## src/core/wlt_pkg.sv

```systemverilog
/*
  Constants, types and decode functions for the second mode register
  link: field layout, command select code, bus offsets, timing counts.
  Assumes one 10 MHz clock shared by both ends of the link.
*/
package wlt_pkg;
  localparam int          ADDR_W     = 18;
  localparam int          TERM_LSB   = 9;
  localparam int          SRT_LSB    = 6;
  localparam int          CAS_LSB    = 3;
  localparam logic [17:0] RSVD_MASK  = 18'h0_0107;
  localparam logic [2:0]  SEL_SECOND = 3'h2;
  localparam logic [3:0]  BURST_CYC  = 4'h4;
  // Controller register byte offsets
  localparam logic [7:0]  OFS_CFG    = 8'h00;
  localparam logic [7:0]  OFS_CMD    = 8'h04;
  localparam logic [7:0]  OFS_LAT    = 8'h08;
  localparam logic [7:0]  OFS_STAT   = 8'h0C;
  // Decoded write termination
  typedef enum logic [2:0] {
    TERM_NONE, TERM_120, TERM_240, TERM_HIZ, TERM_80, TERM_RSVD
  } wlt_term_t;
  // Self-refresh temperature range
  typedef enum logic [1:0] {
    SRT_NORMAL, SRT_REDUCED, SRT_EXTENDED, SRT_AUTO
  } wlt_srt_t;

  // Termination code decode
  function automatic wlt_term_t wlt_term_dec(logic [2:0] code);
    unique case (code)
      3'h0:    return TERM_NONE;
      3'h1:    return TERM_120;
      3'h2:    return TERM_240;
      3'h3:    return TERM_HIZ;
      3'h4:    return TERM_80;
      default: return TERM_RSVD;
    endcase
  endfunction

  // CAS write delay in cycles, zero where not applicable
  function automatic logic [4:0] wlt_cas_dec(logic [2:0] code, logic pre2);
    logic [4:0] d;
    unique case (code)
      3'h0: d = 5'h09;
      3'h1: d = 5'h0A;
      3'h2: d = 5'h0B;
      3'h3: d = 5'h0C;
      3'h4: d = 5'h0E;
      3'h5: d = 5'h10;
      3'h6: d = 5'h12;
      3'h7: d = 5'h14;
    endcase
    return (pre2 && !code[2]) ? 5'h00 : d;
  endfunction

  // Total write delay, whole cycles
  function automatic logic [6:0] wlt_total(logic [4:0] add, logic [3:0] par,
                                           logic [4:0] cas);
    return 7'(add) + 7'(par) + 7'(cas);
  endfunction
endpackage

```

## src/core/wlt_link_if.sv

```systemverilog
/*
  Link between controller and memory device: mode register load
  strobe with select and address, write command, and modes.
  Assumes both ends run on the same clock.
*/
`timescale 1ns/1ns
interface wlt_link_if;
  logic        mrsValid;
  logic [2:0]  mrsSelect;
  logic [17:0] mrsAddr;
  logic        writeCmd;
  logic        writeLeveling;
  logic        preamble2;
  logic [4:0]  addedDelay;
  logic [3:0]  parityDelay;

  modport ctrl (output mrsValid, mrsSelect, mrsAddr, writeCmd,
                writeLeveling, preamble2, addedDelay, parityDelay);
  modport dev  (input  mrsValid, mrsSelect, mrsAddr, writeCmd,
                writeLeveling, preamble2, addedDelay, parityDelay);
endinterface

```

## src/core/wlt_device.sv

```systemverilog
/*
  Device end: holds the second mode register, decodes its fields,
  times each write taken while idle to first data and switches termination.
  Assumes link inputs come from logic on the same clock.
*/
// Local design decisions: the register offsets and register access over AHB-Lite.
`timescale 1ns/1ns
module wlt_device (
  input  wire logic                clk,
  input  wire logic                resetn,
  wlt_link_if.dev                  link,
  output wlt_pkg::wlt_term_t       writeTermValue,
  output logic                     termUseWrite,
  output wlt_pkg::wlt_srt_t        tempRange,
  output logic                     autoTempSwitching,
  output logic [4:0]               writeCasDelay,
  output logic [6:0]               totalWriteDelay,
  output logic                     casCodeInvalid,
  output logic                     reservedSet,
  output logic                     firstDataExpected,
  output logic                     writeBusy
);
  // ***************************************************
  // Types and state
  // ***************************************************
  typedef enum logic [1:0] {WR_IDLE, WR_WAIT, WR_BURST} wlt_wr_t;

  logic [17:0]        mr_r;
  logic [17:0]        mr_nxt;
  wlt_wr_t            wr_r;
  wlt_wr_t            wr_nxt;
  logic [6:0]         cnt_r;
  logic [6:0]         cnt_nxt;
  logic               first_r;
  logic               first_nxt;
  logic               useWr_r;
  logic               useWr_nxt;
  wlt_pkg::wlt_term_t termVal_r;
  wlt_pkg::wlt_term_t termVal_nxt;
  wlt_pkg::wlt_srt_t  srt_r;
  wlt_pkg::wlt_srt_t  srt_nxt;
  logic [4:0]         cas_r;
  logic [4:0]         cas_nxt;
  logic [6:0]         total_r;
  logic [6:0]         total_nxt;
  logic               casBad_r;
  logic               casBad_nxt;
  logic               rsvd_r;
  logic               rsvd_nxt;
  logic [2:0]         termCode;
  logic [2:0]         casCode;
  logic               loadHit;

  // ***************************************************
  // Mode register load
  // ***************************************************
  // Field views of the held register
  assign termCode = mr_r[wlt_pkg::TERM_LSB +: 3];
  assign casCode  = mr_r[wlt_pkg::CAS_LSB +: 3];
  assign loadHit  = link.mrsValid
                    && (link.mrsSelect == wlt_pkg::SEL_SECOND);

  // Replace only on a load aimed at this register
  always_comb
  begin
    mr_nxt = mr_r;
    if (loadHit)
    begin
      mr_nxt = link.mrsAddr;
    end
  end

  always_ff @(posedge clk or negedge resetn)
  begin
    if (!resetn)
    begin
      mr_r <= 18'h0_0000;
    end
    else
    begin
      mr_r <= mr_nxt;
    end
  end

  // ***************************************************
  // Field decode
  // ***************************************************
  // Decoded values follow the held register
  always_comb
  begin
    termVal_nxt = wlt_pkg::wlt_term_dec(termCode);
    srt_nxt     = wlt_pkg::wlt_srt_t'(mr_r[wlt_pkg::SRT_LSB +: 2]);
    cas_nxt     = wlt_pkg::wlt_cas_dec(casCode, link.preamble2);
    // Not-applicable codes under two-clock preamble
    casBad_nxt  = (cas_nxt == 5'h00);
    // Whole-cycle sum, no half-cycle term
    total_nxt   = wlt_pkg::wlt_total(link.addedDelay, link.parityDelay,
                                     cas_nxt);
    // Flag a one in any reserved position
    rsvd_nxt    = |(mr_r & wlt_pkg::RSVD_MASK);
  end

  always_ff @(posedge clk or negedge resetn)
  begin
    if (!resetn)
    begin
      termVal_r <= wlt_pkg::TERM_NONE;
      srt_r     <= wlt_pkg::SRT_NORMAL;
      cas_r     <= 5'h09;
      total_r   <= 7'h09;
      casBad_r  <= 1'b0;
      rsvd_r    <= 1'b0;
    end
    else
    begin
      termVal_r <= termVal_nxt;
      srt_r     <= srt_nxt;
      cas_r     <= cas_nxt;
      total_r   <= total_nxt;
      casBad_r  <= casBad_nxt;
      rsvd_r    <= rsvd_nxt;
    end
  end

  // ***************************************************
  // Write timing and termination switch
  // ***************************************************
  // Count whole cycles from write command to first data
  always_comb
  begin
    wr_nxt    = wr_r;
    cnt_nxt   = cnt_r;
    first_nxt = 1'b0;
    useWr_nxt = useWr_r;
    unique case (wr_r)
      WR_IDLE:
      begin
        useWr_nxt = 1'b0;
        if (link.writeCmd)
        begin
          wr_nxt  = WR_WAIT;
          cnt_nxt = total_r;
          // Own switch, no load command needed
          useWr_nxt = (termCode != 3'h0)
                      && !link.writeLeveling;
        end
      end
      WR_WAIT:
      begin
        if (cnt_r <= 7'h01)
        begin
          wr_nxt    = WR_BURST;
          first_nxt = 1'b1;
          cnt_nxt   = 7'(wlt_pkg::BURST_CYC);
        end
        else
        begin
          cnt_nxt = cnt_r - 7'h01;
        end
      end
      WR_BURST:
      begin
        if (cnt_r <= 7'h01)
        begin
          wr_nxt    = WR_IDLE;
          useWr_nxt = 1'b0;
        end
        else
        begin
          cnt_nxt = cnt_r - 7'h01;
        end
      end
    endcase
    // Leveling drops write termination on the next edge
    if (link.writeLeveling)
    begin
      useWr_nxt = 1'b0;
    end
  end

  always_ff @(posedge clk or negedge resetn)
  begin
    if (!resetn)
    begin
      wr_r    <= WR_IDLE;
      cnt_r   <= 7'h00;
      first_r <= 1'b0;
      useWr_r <= 1'b0;
    end
    else
    begin
      wr_r    <= wr_nxt;
      cnt_r   <= cnt_nxt;
      first_r <= first_nxt;
      useWr_r <= useWr_nxt;
    end
  end

  // ***************************************************
  // Outputs
  // ***************************************************
  assign writeTermValue    = termVal_r;
  assign termUseWrite      = useWr_r;
  assign tempRange         = srt_r;
  assign autoTempSwitching = (srt_r == wlt_pkg::SRT_AUTO);
  assign writeCasDelay     = cas_r;
  assign totalWriteDelay   = total_r;
  assign casCodeInvalid    = casBad_r;
  assign reservedSet       = rsvd_r;
  assign firstDataExpected = first_r;
  assign writeBusy         = (wr_r != WR_IDLE);
endmodule // wlt_device

```

## src/flat_wrapper.sv

```systemverilog
// flat-port wrapper written by rule: the top's interface ports become plain ports
module wlt_device_flat 
  (clk, resetn, writeTermValue, termUseWrite, tempRange, autoTempSwitching, writeCasDelay, totalWriteDelay, casCodeInvalid, reservedSet, firstDataExpected, writeBusy, link_mrsValid, link_mrsSelect, link_mrsAddr, link_writeCmd, link_writeLeveling, link_preamble2, link_addedDelay, link_parityDelay);
  wlt_link_if link_i ();
  input  wire logic clk;
  input  wire logic resetn;
  output wlt_pkg::wlt_term_t writeTermValue;
  output logic termUseWrite;
  output wlt_pkg::wlt_srt_t tempRange;
  output logic autoTempSwitching;
  output logic [4:0] writeCasDelay;
  output logic [6:0] totalWriteDelay;
  output logic casCodeInvalid;
  output logic reservedSet;
  output logic firstDataExpected;
  output logic writeBusy;
  input wire logic [$bits(link_i.mrsValid)-1:0] link_mrsValid;
  input wire logic [$bits(link_i.mrsSelect)-1:0] link_mrsSelect;
  input wire logic [$bits(link_i.mrsAddr)-1:0] link_mrsAddr;
  input wire logic [$bits(link_i.writeCmd)-1:0] link_writeCmd;
  input wire logic [$bits(link_i.writeLeveling)-1:0] link_writeLeveling;
  input wire logic [$bits(link_i.preamble2)-1:0] link_preamble2;
  input wire logic [$bits(link_i.addedDelay)-1:0] link_addedDelay;
  input wire logic [$bits(link_i.parityDelay)-1:0] link_parityDelay;
  assign link_i.mrsValid = link_mrsValid;
  assign link_i.mrsSelect = link_mrsSelect;
  assign link_i.mrsAddr = link_mrsAddr;
  assign link_i.writeCmd = link_writeCmd;
  assign link_i.writeLeveling = link_writeLeveling;
  assign link_i.preamble2 = link_preamble2;
  assign link_i.addedDelay = link_addedDelay;
  assign link_i.parityDelay = link_parityDelay;
  wlt_device u_core (.clk(clk), .resetn(resetn), .link(link_i), .writeTermValue(writeTermValue), .termUseWrite(termUseWrite), .tempRange(tempRange), .autoTempSwitching(autoTempSwitching), .writeCasDelay(writeCasDelay), .totalWriteDelay(totalWriteDelay), .casCodeInvalid(casCodeInvalid), .reservedSet(reservedSet), .firstDataExpected(firstDataExpected), .writeBusy(writeBusy));
endmodule
```

## config.mk

```make
export PLATFORM = sky130hd
export DESIGN_NAME = wlt_device_flat
export DESIGN_NICKNAME = d
export VERILOG_FILES = /design/src/core/wlt_pkg.sv /design/src/core/wlt_link_if.sv /design/src/core/wlt_device.sv /design/src/flat_wrapper.sv
export SDC_FILE = /design/constraint.sdc
export NUM_CORES = 1
export LEC_CHECK = 0
export BUFFER_PORTS_ARGS = -buffer_cell sky130_fd_sc_hd__buf_2
export CORE_MARGIN = 1.5
export CORE_UTILIZATION = 52
export DETAILED_ROUTE_END_ITERATION = 8
export HOLD_SLACK_MARGIN = 0.15
export PLACE_DENSITY = 0.8
export SLEW_MARGIN = 10
export SYNTH_ARGS = -nofsm -noshare
export SYNTH_HDL_FRONTEND = slang
export SYNTH_SLANG_ARGS = --single-unit
```

## constraint.sdc

```tcl
create_clock -name clk -period 2.7 [get_ports clk]
set_input_delay 0.81 -clock clk [delete_from_list [all_inputs] [get_ports clk]]
set_output_delay 0.81 -clock clk [all_outputs]
set_load 0.1 [all_outputs]
```

# --- Yosys cells after proc, flatten, opt, wreduce, memory -nomap -nowiden ---
# Memory sizes are Yosys's and may differ from the RTL's.
# Cells that the tools add are included.
totals:
  reg_bits: 42
  mem_bits_ro: 40
  memories: 1
  output_inout_bits: 23
  wordCells: 60
  in_bits: 36
op_classes:
  addsub: 3
  mux: 16
  magnitude_cmp: 1
  n_eq_ne: 13
  reduce_logical: 15
memory_table:
  columns: ["memory", "depth", "width", "rd", "rd_clocked_by_memory_dff", "write_ports", "line", "source"]
  rows:
  - ["(no name shown)", 8, 5, 1, 0, 0, "wlt_pkg.sv:43", "unique case (code)"]
ops:
  columns: ["cell", "n"]
  rows:
  - ["$mux W7", 3]
  - ["$pmux W7 S3", 1]
  - ["$pmux W3 S5", 1]
  - ["$eq A3 B2 Y1 const B", 3]
  - ["$add A7 B5 Y7", 1]
  - ["$le A7 B1 Y1 const B", 1]
  - ["$sub A7 B1 Y7 const B", 1]
  - ["$add A5 B4 Y6", 1]
  - ["$mux W2", 3]
  - ["$pmux W2 S3", 1]
  - ["$reduce_bool A3 Y1", 2]
  - ["$logic_not A5 Y1", 1]
  - ["$mux W1", 5]
  - ["$mux W5", 1]
  - ["$eq A2 B2 Y1 const B", 2]
  - ["$ne A2 B1 Y1 const B", 2]
  - ["$ne A2 B2 Y1 const B", 2]
  - ["$reduce_and A2 Y1", 2]
  - ["$reduce_or A4 Y1", 1]
  - ["$eq A3 B1 Y1 const B", 1]
  - ["$eq A3 B3 Y1 const B", 1]
  - ["$logic_and A1 B1 Y1", 3]
  - ["$logic_not A3 Y1", 1]
  - ["$ne A3 B2 Y1 const B", 1]
  - ["6 further kinds", 7]

# --- Depth between registers and ports, before layout ---
# Gate-level depths: netlist of the first run.
logic_depth:
  depth_word: 5
  mapped_depth: 10
  mapped_depth_nobuf: 10

# --- Worst setup path before layout of the first run ---
# OpenSTA, ideal clock, no wires.
synth_timing:
  path_type: "input -> register"
  start: "input port link_parityDelay[0]"
  end: "register u_core.total_r[6], in the netlist u_core.totalWriteDelay[6]"
  path_buffers: 0
  t_required_ns: 2.581
  stages: 9
  arrival_ns: 2.527
  setup_time_ns: 0.119
  setup_slack_ns: 0.054
  path_cell_list: "ha_1 > inv_1 > fa_1 > inv_1 > fa_1 > a21o_1 > a21oi_1 > nor2b_1 > o21a_1"
synth_between:
  elab_chain_len: 2
synth_rtl:
  columns: ["item", "line", "source"]
  rows:
  - ["start: declaration", "flat_wrapper.sv:24", "input wire logic [$bits(link_i.parityDelay)-1:0] link_parityDelay;"]
  - ["$add A5 B4 Y6", "wlt_pkg.sv:59", "return 7'(add) + 7'(par) + 7'(cas);"]
  - ["$add A7 B5 Y7", "wlt_pkg.sv:59", null]
  - ["net u_core.total_nxt[6]", "wlt_device.sv:45", "logic [6:0] total_nxt;"]
  - ["end signal: assignment", "wlt_device.sv:119", "total_r <= total_nxt;"]
  - ["end: declaration", "wlt_device.sv:44", "logic [6:0] total_r;"]
# The timed path passes the listed nets, and every way through them passes these cells.
# A chain may end at the register's enable or synchronous reset.

# --- Final worst setup path of the first run ---
# Same ends and word-level chain as after synthesis.

==> flow_summary.json, run 1 <==
{
  "clock_latency_ps": 300,
  "start_util_pct": 53.4,
  "grt_pass1_vias": 1588,
  "syn_inst": 186,
  "seq_area_frac_synth_pct": 49.8,
  "rsz0062_at_grt": "false",
  "core_um2": 3970,
  "ir_drop_uv": 636,
  "synthDistinctLibCells": 46,
  "vias": 1566,
  "placedCellCount": 290,
  "drc": 0,
  "path_cells": "buf_2 -> ha_1 -> inv_1 -> fa_1 -> inv_1 -> fa_1 -> a21o_1 -> a21oi_1 -> nor2b_1 -> o21a_1",
  "fmax_mhz": 398,
  "hold_path.class": "flip-flop to flip-flop",
  "p_total_mw": 3.31,
  "drive_gt1_share_pct": 35.5,
  "vias_per_cell": 5.26,
  "cts_buffers": 5,
  "synth_top_cell_by_area": "dfrtp_1",
  "fin_crit_sh_pct": 93.0,
  "skew_ps": 9.78,
  "relSlewSlack_pct": 41.1,
  "yosys-top-cells-count": "38 x dfrtp_1, 16 x ha_1, 16 x inv_1",
  "power_density_nw_per_um2": 1280,
  "max_slew.worst_pin.slew_ps": 884,
  "nFillCells": 331,
  "worstSetupPathType": "input port to flip-flop",
  "design_area_um2": 2590,
  "cp.required_ps": 2890,
  "synth.most_common_cell": "dfrtp_1",
  "cts_resized": 0,
  "synth-edff-count": 0,
  "grt_pass1_wl_mm": 6.84,
  "p_leak_nw": 1.29,
  "rows": 23,
  "syn_avg_cell_area_um2": 11.4,
  "syn_nets": 240,
  "clkTransAtPathRegs_ps": 90,
  "critPathMaxFanout": 2,
  "synthTopCellsByArea": "dfrtp_1 45%, ha_1 9.4%, mux2_2 5.8%",
  "htree_levels": 2,
  "grt-ovfl-total": 0,
  "postCtsHoldBufs": 0,
  "gp_congestion": 0.884,
  "antenna_found_initial": 0,
  "diodes": 0,
  "synth_flop_cell": "dfrtp_1",
  "area.sequential_um2": 1060,
  "cp-end-kind": "flip-flop",
  "cp-start-kind": "input port",
  "holdWs_ps": 392,
  "initialDrtViolationCount": 98,
  "cp_slowest_stage_delay_ps": 470,
  "final_nets": 301,
  "cts_sinks": 42,
  "cts_tree": "built",
  "dpl_cell_area_um2": 2480,
  "die_w_um": 66.9,
  "wl_per_cell_um": 13.8,
  "io_buffers": 52,
  "yosysWarnings": 0,
  "dp_hpwl_mm": 3.04,
  "area_growth_pct": 22.0,
  "cp.arrival_ps": 2700,
  "clockBufferDepth": 2,
  "fp.dieArea_um2": 4470,
  "cp_top_family": "adder cells",
  "fin_crit_ps": 2510,
  "post-cts-setup-buffer-count": 0,
  "drv_cap": 0,
  "synth_top_area_share_pct": 44.8,
  "final_cell_count_no_fill": 298,
  "routed_wl_mm": 4.11,
  "synthArstFlopShare_pct": 100,
  "die_h_um": 66.9,
  "cp_num_buf_inv": 3,
  "io_pins": 59,
  "grtUsageTotal_pct": 20.9,
  "slowest_stage": "fa_1",
  "outcome": "finished clean",
  "grt_max_degree": 43,
  "setup_viol": 0,
  "ys_ff_latch": 42,
  "slew_violations": 0,
  "netlist_area_um2": 2120,
  "root_buffer": "clkbuf_8",
  "ant_nets": 0,
  "hold_violations": 0,
  "dr.pass1.iters": 4,
  "multi_input_area_um2": 995
}
flip-flops by register name, indices dropped and copies added (netlist names):
register and count:
u_core.cnt_r 7, u_core.termUseWrite 1, u_core.totalWriteDelay 7, u_core.casCodeInvalid 1, u_core.firstDataExpected 1, u_core.tempRange 2
u_core.writeCasDelay 5, u_core.mr_r 12, u_core.wr_r 2, u_core.reservedSet 1, u_core.writeTermValue 3
logic make-up (layout without fill, tap and decap cells):
| group | count (synthesis) | after routing | synth area share, % |
|---|---|---|---|
| buffers and inverters | 20 | 82 | 3.66 |
| xor gates and xnor gates | 8 | 8 | 3.30 |
| adders and majority gates | 18 | 18 | 11.3 |
| DFF | 42 | 42 | 49.8 |
| muxes | 13 | 13 | 6.78 |
| and+or+nand+nor | 41 | 41 | 10.1 |
| AOI/OAI and AO/OA | 44 | 44 | 15.1 |
cell usage in the layout, fill, tap and decap left out, types with 2 or more instances in the layout:
master     instances
mux2_2            11
nand2_1           12
buf_2             52
o2bb2ai_1          3
nor2b_1            4
xnor2_1            6
mux2i_1            2
xor2_1             2
clkbuf_8           5
ha_1              16
inv_1             16
fa_1               2
nor3_1             4
dfstp_2            4
a32oi_1            2
a21o_1             5
a21oi_1            7
dfrtp_1           38
o21bai_1           2
o21ai_0           11
and3_1             2
nor2_1             9
buf_4              6
per-layer routing:
metal  vias up  global-route usage [%]  share of wire (%)
met2        39                    37.0                 52
li1        775                       -                  -
met4         0                    8.93                2.8
met3        10                    5.41                3.7
met5         -                       0                  0
met1       742                    23.5                 41
power by group:
| group | switching [mW] | leakage (nW) | internal [mW] | total, mW |
|---|---|---|---|---|
| sequential | 0.142 | 0.510 | 0.836 | 0.978 |
| clock | 0.213 | 0.0514 | 0.276 | 0.489 |
| combinational | 1.33 | 0.732 | 0.514 | 1.84 |
| total | 1.68 | 1.29 | 1.63 | 3.31 |
through the flow:
stage / TNS (ps) / util, % / setup slack, ps
after floorplan: 0 / - / 53.9
after global placement: -103 / 62.4 / -66.7
after detailed placement: -109 / 62.4 / -71.1
after CTS: 0 / 65.2 / 186
after global routing: 0 / 65.2 / 121
final: 0 / 65.2 / 188
cell type report:
cell class	instances	share of cell area, %
clock buffers	6	2.80
multi-input cells	124	38.4
inverters	16	2.32
repair buffers	58	11.8
well taps	50	2.42
flip-flops and latches	42	40.8
clock inverters	2	1.45
path summary, 6_finish.rpt:
check	startpoint	endpoint	slack [ps]	cells after the start
setup / recovery	link_parityDelay[0]	u_core.totalWriteDelay[6]	190	10
hold / removal	u_core.mr_r[6]	u_core.tempRange[0]	390	0
setup reg to reg	u_core.mr_r[3]	u_core.totalWriteDelay[5]	390	9
hold reg to reg	u_core.mr_r[6]	u_core.tempRange[0]	390	0
max in group asynchronous	resetn	u_core.totalWriteDelay[1]	1510	1
min in group asynchronous	resetn	u_core.mr_r[8]	620	1
worst reg2reg max path, cell delays in order, from the launching register on:
cell and delay [ps]:
dfrtp_1 390, inv_1 70, ha_1 290, nand2_1 50, o22ai_1 340, ha_1 330
a211oi_1 290, o21bai_1 150, a21oi_1 200, xnor2_1 130
(Power assumes the default switching activity.)
==> run 2: changes to the inputs <==
--- a/config.mk
+++ b/config.mk
@@ -6,6 +6,7 @@
 export NUM_CORES = 1
 export LEC_CHECK = 0
 export BUFFER_PORTS_ARGS = -buffer_cell sky130_fd_sc_hd__buf_2
+export CORE_ASPECT_RATIO = 1.25
 export CORE_MARGIN = 1.5
 export CORE_UTILIZATION = 52
 export DETAILED_ROUTE_END_ITERATION = 8
==> flow_summary.json, run 2 (same netlist as run 1, synthesis figures left out) <==
{
  "cts_resized": 0,
  "dp_slack_ps": -85.2,
  "hold_path.class": "flip-flop to flip-flop",
  "rows": 25,
  "cts_buffers": 5,
  "diodes": 0,
  "clkTransAtPathRegs_ps": 80,
  "outcome": "finished clean",
  "drc": 0,
  "initialDrtViolationCount": 39,
  "postCtsHoldBufs": 0,
  "fmax_mhz": 402,
  "antenna_found_initial": 0,
  "ir_drop_uv": 475,
  "switching_share_pct": 51.6,
  "holdPathStages": 0,
  "vias": 1608,
  "p_leak_nw": 1.29,
  "drive_gt1_share_pct": 35.5,
  "slew_violations": 0,
  "clock_latency_ps": 290,
  "die_w_um": 60.1,
  "fp.dieArea_um2": 4480,
  "rsz0062_at_grt": "false",
  "ant_nets": 0,
  "final_common_cell": "buf_2",
  "clkPwrFrac_pct": 12.9,
  "critPathMaxFanout": 2,
  "grt_pass1_wl_mm": 6.58,
  "hold_violations": 0,
  "gp_congestion": 0.857,
  "dr.pass1.iters": 4,
  "setup_viol": 0,
  "grt_pass1_vias": 1569,
  "area_growth_pct": 21.5,
  "mostFrequentLayoutCells": "52 x buf_2, 38 x dfrtp_1, 16 x inv_1, 16 x ha_1, 12 x nand2_1",
  "post-cts-setup-buffer-count": 0,
  "die_h_um": 74.4,
  "share_comb_of_total_power_pct": 56.7,
  "r2r_end": "u_core.totalWriteDelay[6]",
  "dp_hpwl_mm": 3.12,
  "routed_wl_mm": 4.00,
  "p_int_mw": 1.56,
  "worstSetupPathType": "input port to flip-flop",
  "hold_start": "u_core.mr_r[6]",
  "relSlewSlack_pct": 66.9,
  "reg2reg_slack_ps": 530,
  "timing.rr.start": "u_core.mr_r[3]",
  "fin_ws_ps": 215,
  "cts_sinks": 42,
  "fin_crit_sh_pct": 92.0,
  "final_nets": 301,
  "core_um2": 3850,
  "path_cells": "buf_2 -> ha_1 -> inv_1 -> fa_1 -> inv_1 -> fa_1 -> a21o_1 -> a21oi_1 -> nor2b_1 -> o21a_1",
  "io_buffers": 52,
  "nFillCells": 288,
  "grtUsageTotal_pct": 20.1,
  "vias_per_cell": 5.32,
  "clockBufferDepth": 2,
  "final_cell_count_no_fill": 302,
  "cp-start-kind": "input port",
  "hold_end": "u_core.tempRange[0]",
  "slowest_stage": "fa_1",
  "cp.required_ps": 2880,
  "holdWs_ps": 386,
  "placedCellCount": 294,
  "grt-ovfl-total": 0,
  "power_density_nw_per_um2": 1250,
  "fin_crit_ps": 2490,
  "cp.arrival_ps": 2660,
  "skew_ps": 7.02,
  "htree_levels": 2,
  "start_util_pct": 55.2,
  "netSwitchingPower_mw": 1.66,
  "max_slew.worst_pin.slew_ps": 500,
  "r2r_cells": 9,
  "seqPwrFrac_pct": 30.4,
  "cp-end-kind": "flip-flop",
  "root_buffer": "clkbuf_8",
  "cp_slowest_stage_delay_ps": 470,
  "io_pins": 59,
  "cts_tree": "built",
  "wl_per_cell_um": 13.3,
  "grt_max_degree": 24,
  "largest_register_ff_count": 12,
  "top_register": "u_core.mr_r",
  "drv_cap": 0
}
[run 2: power by group through the flow]
stage,registers [mW],logic (mW),clock network (mW)
detailed placement,0.986,1.82,0
global placement,0.978,1.79,0
floorplan,1.66,0.807,0
finish,0.977,1.83,0.416
global route,1.00,1.96,0.450
CTS,0.974,1.83,0.427
[run 2: cell type report]
cell class	count	area (um2)	share of cell area, %
flip-flops and latches	42	1060	41.0
multi-input cells	124	995	38.6
repair buffers	58	305	11.8
clock buffers	7	86.3	3.35
well taps	54	67.6	2.62
inverters	16	60.1	2.33
clock inverters	1	8.76	0.340
[run 2: how the worst max path moves through the flow]
stage / end / startpoint / slack, ps
floorplan: u_core.totalWriteDelay[6] / link_parityDelay[0] / 50
global placement: u_core.totalWriteDelay[6] / link_parityDelay[0] / -50
detailed placement: u_core.totalWriteDelay[6] / link_parityDelay[0] / -90
finish: u_core.totalWriteDelay[6] / link_parityDelay[0] / 210
CTS: u_core.totalWriteDelay[6] / link_parityDelay[0] / 230
global route: u_core.totalWriteDelay[6] / link_parityDelay[0] / 120
[run 2: worst max-delay path, delay by kind of cell]
family / cells / cell delay [ps]
AOI/OAI and AO/OA: 3 / 540
and+or+nand+nor: 1 / 80
buffers and inverters: 3 / 190
adders and majority gates: 3 / 1030
[run 2: routing by layer]
metal | global-route usage, % | part of all wire, % | vias to the layer above | wire length (um)
met4 | 13.8 | 3.5 | 0 | 142
li1 | - | - | 775 | -
met5 | 0 | 0 | - | 0
met1 | 21.3 | 40 | 781 | 1610
met3 | 4.35 | 3.7 | 12 | 149
met2 | 35.0 | 52 | 40 | 2100
[run 2: per-stage QoR]
stage               util (%)  power [mW]  setup TNS [ps]  instance area (um2)
floorplan                  -        2.46               0                 2120
global placement        64.6        2.77           -63.5                 2480
detailed placement      64.6        2.81            -128                 2480
CTS                     67.0        3.23               0                 2580
global route            67.0        3.41               0                 2580
finish                  67.0        3.22               0                 2580
==> run 3: changes to the inputs <==
--- a/config.mk
+++ b/config.mk
@@ -8,10 +8,9 @@
 export BUFFER_PORTS_ARGS = -buffer_cell sky130_fd_sc_hd__buf_2
 export CORE_ASPECT_RATIO = 1.25
 export CORE_MARGIN = 1.5
-export CORE_UTILIZATION = 52
+export CORE_UTILIZATION = 35
 export DETAILED_ROUTE_END_ITERATION = 8
 export HOLD_SLACK_MARGIN = 0.15
-export PLACE_DENSITY = 0.8
 export SLEW_MARGIN = 10
 export SYNTH_ARGS = -nofsm -noshare
 export SYNTH_HDL_FRONTEND = slang
==> flow_summary.json, run 3 (same netlist as run 1, synthesis figures left out) <==
{
  "outcome": "finished clean",
  "htree_levels": 2,
  "rsz0062_at_grt": "false",
  "grt_pass1_vias": 1523,
  "clkTransAtPathRegs_ps": 80,
  "io_pins": 59,
  "wl_per_cell_um": 12.9,
  "worstSetupPathType": "input port to flip-flop",
  "path_cells": "buf_2 -> ha_1 -> inv_1 -> fa_1 -> inv_1 -> fa_1 -> a21o_1 -> a21oi_1 -> nor2b_1 -> o21a_1",
  "rows": 31,
  "die_h_um": 90.1,
  "core_um2": 5820,
  "drv_cap": 0,
  "top_register": "u_core.mr_r",
  "mostFrequentLayoutCells": "52 x buf_2, 38 x dfrtp_1, 16 x inv_1, 16 x ha_1, 12 x nand2_1",
  "initialDrtViolationCount": 90,
  "cp.required_ps": 2880,
  "power_density_nw_per_um2": 1230,
  "fin_crit_sh_pct": 92.3,
  "start_util_pct": 36.5,
  "r2r_cells": 9,
  "hold_end": "u_core.tempRange[0]",
  "skew_ps": 7.96,
  "p_total_mw": 3.20,
  "ir_drop_uv": 520,
  "grt_max_degree": 21,
  "post-cts-setup-buffer-count": 0,
  "setup_viol": 0,
  "cp.arrival_ps": 2670,
  "area.sequential_um2": 1060,
  "ant_nets": 0,
  "cp_top_family": "adder cells",
  "drive_gt1_share_pct": 36.1,
  "largest_register_ff_count": 12,
  "fin_crit_ps": 2490,
  "area_growth_pct": 22.3,
  "cp_num_buf_inv": 3,
  "diodes": 0,
  "dr.pass1.iters": 4,
  "fmax_mhz": 401,
  "grt_pass1_wl_mm": 6.91,
  "cp_slowest_stage_delay_ps": 470,
  "cts_tree": "built",
  "grtUsageTotal_pct": 13.6,
  "max_slew.worst_pin.slew_ps": 501,
  "cp-start-kind": "input port",
  "postCtsHoldBufs": 0,
  "vias_per_cell": 4.86,
  "hold_start": "u_core.mr_r[6]",
  "io_buffers": 52,
  "final_nets": 302,
  "cts_sinks": 42,
  "die_w_um": 72.6,
  "nFillCells": 571,
  "slowest_stage": "fa_1",
  "holdPathStages": 0,
  "critPathMaxFanout": 2,
  "fin_ws_ps": 209,
  "multi_input_area_um2": 995,
  "grt-ovfl-total": 0,
  "clockBufferDepth": 2,
  "timing.rr.start": "u_core.mr_r[3]",
  "vias": 1530,
  "reg2reg_slack_ps": 510,
  "routed_wl_mm": 4.06,
  "slew_violations": 0,
  "gp_congestion": 0.840,
  "cts_resized": 0,
  "root_buffer": "clkbuf_8",
  "p_leak_nw": 1.29,
  "dp_slack_ps": -90.8,
  "dp_hpwl_mm": 3.19,
  "hold_violations": 0,
  "fin_util_pct": 44.6,
  "antenna_found_initial": 0,
  "clock_latency_ps": 290,
  "relSlewSlack_pct": 66.9,
  "cp-end-kind": "flip-flop",
  "r2r_end": "u_core.totalWriteDelay[6]",
  "drc": 0,
  "final_common_cell": "buf_2",
  "fp.dieArea_um2": 6540,
  "cts_buffers": 5,
  "hold_path.class": "flip-flop to flip-flop"
}
-- run 3: cell count changes in the layout (fill, tap and decap cells not counted) --
cell and delta:
clkinvlp_4 +1, buf_4 +1, clkbuf_8 -1, clkinv_2 +1
inv_6 -1, clkbuf_1 -1, clkinv_4 +1
-- run 3: metal layers --
metal	GRT usage [%]	vias to the layer above	part of all wire, %
met5	0	-	0
met4	6.13	0	2.0
met3	3.03	6	3.7
met2	22.6	31	52
met1	16.6	716	42
li1	-	777	-
-- run 3: worst register-to-register path, stage by stage (launching register included) --
cell,delay (ps)
dfrtp_1,400
inv_1,70
ha_1,300
nand2_1,70
o22ai_1,140
fa_1,470
a21o_1,190
a21oi_1,190
nor2b_1,70
o21a_1,170
-- run 3: per-stage QoR --
step                      cells  hold WS [ps]  TNS [ps]  instance area, um2
final                       315           377         0                2600
after global routing        315           401         0                2600
after CTS                   315           383         0                2600
after detailed placement    307           363      -150                2510
after global placement      307           359      -119                2510
after floorplan             186           350         0                2120
-- run 3: how the worst max path moves through the flow --
stage                     slack [ps]  cells past startpoint           startpoint                        end
after floorplan                   50                      9  link_parityDelay[0]  u_core.totalWriteDelay[6]
after global placement           -70                     10  link_parityDelay[0]  u_core.totalWriteDelay[6]
after detailed placement         -90                     10  link_parityDelay[0]  u_core.totalWriteDelay[6]
after CTS                        210                     10  link_parityDelay[0]  u_core.totalWriteDelay[6]
after global routing             120                     10  link_parityDelay[0]  u_core.totalWriteDelay[6]
final                            210                     10  link_parityDelay[0]  u_core.totalWriteDelay[6]
-- run 3: area by class of cell --
class / instances / share of cell area (%)
flip-flops and latches: 42 / 40.7
multi-input cells: 124 / 38.3
repair buffers: 59 / 12.0
well taps: 66 / 3.18
clock buffers: 5 / 2.65
inverters: 16 / 2.31
clock inverters: 3 / 0.819
-- run 3: where the power goes --
group / total [mW] / switching [mW] / internal (mW)
Clock: 0.401 / 0.219 / 0.182
Combinational: 1.82 / 1.31 / 0.511
Sequential: 0.978 / 0.142 / 0.837
Total: 3.20 / 1.67 / 1.53
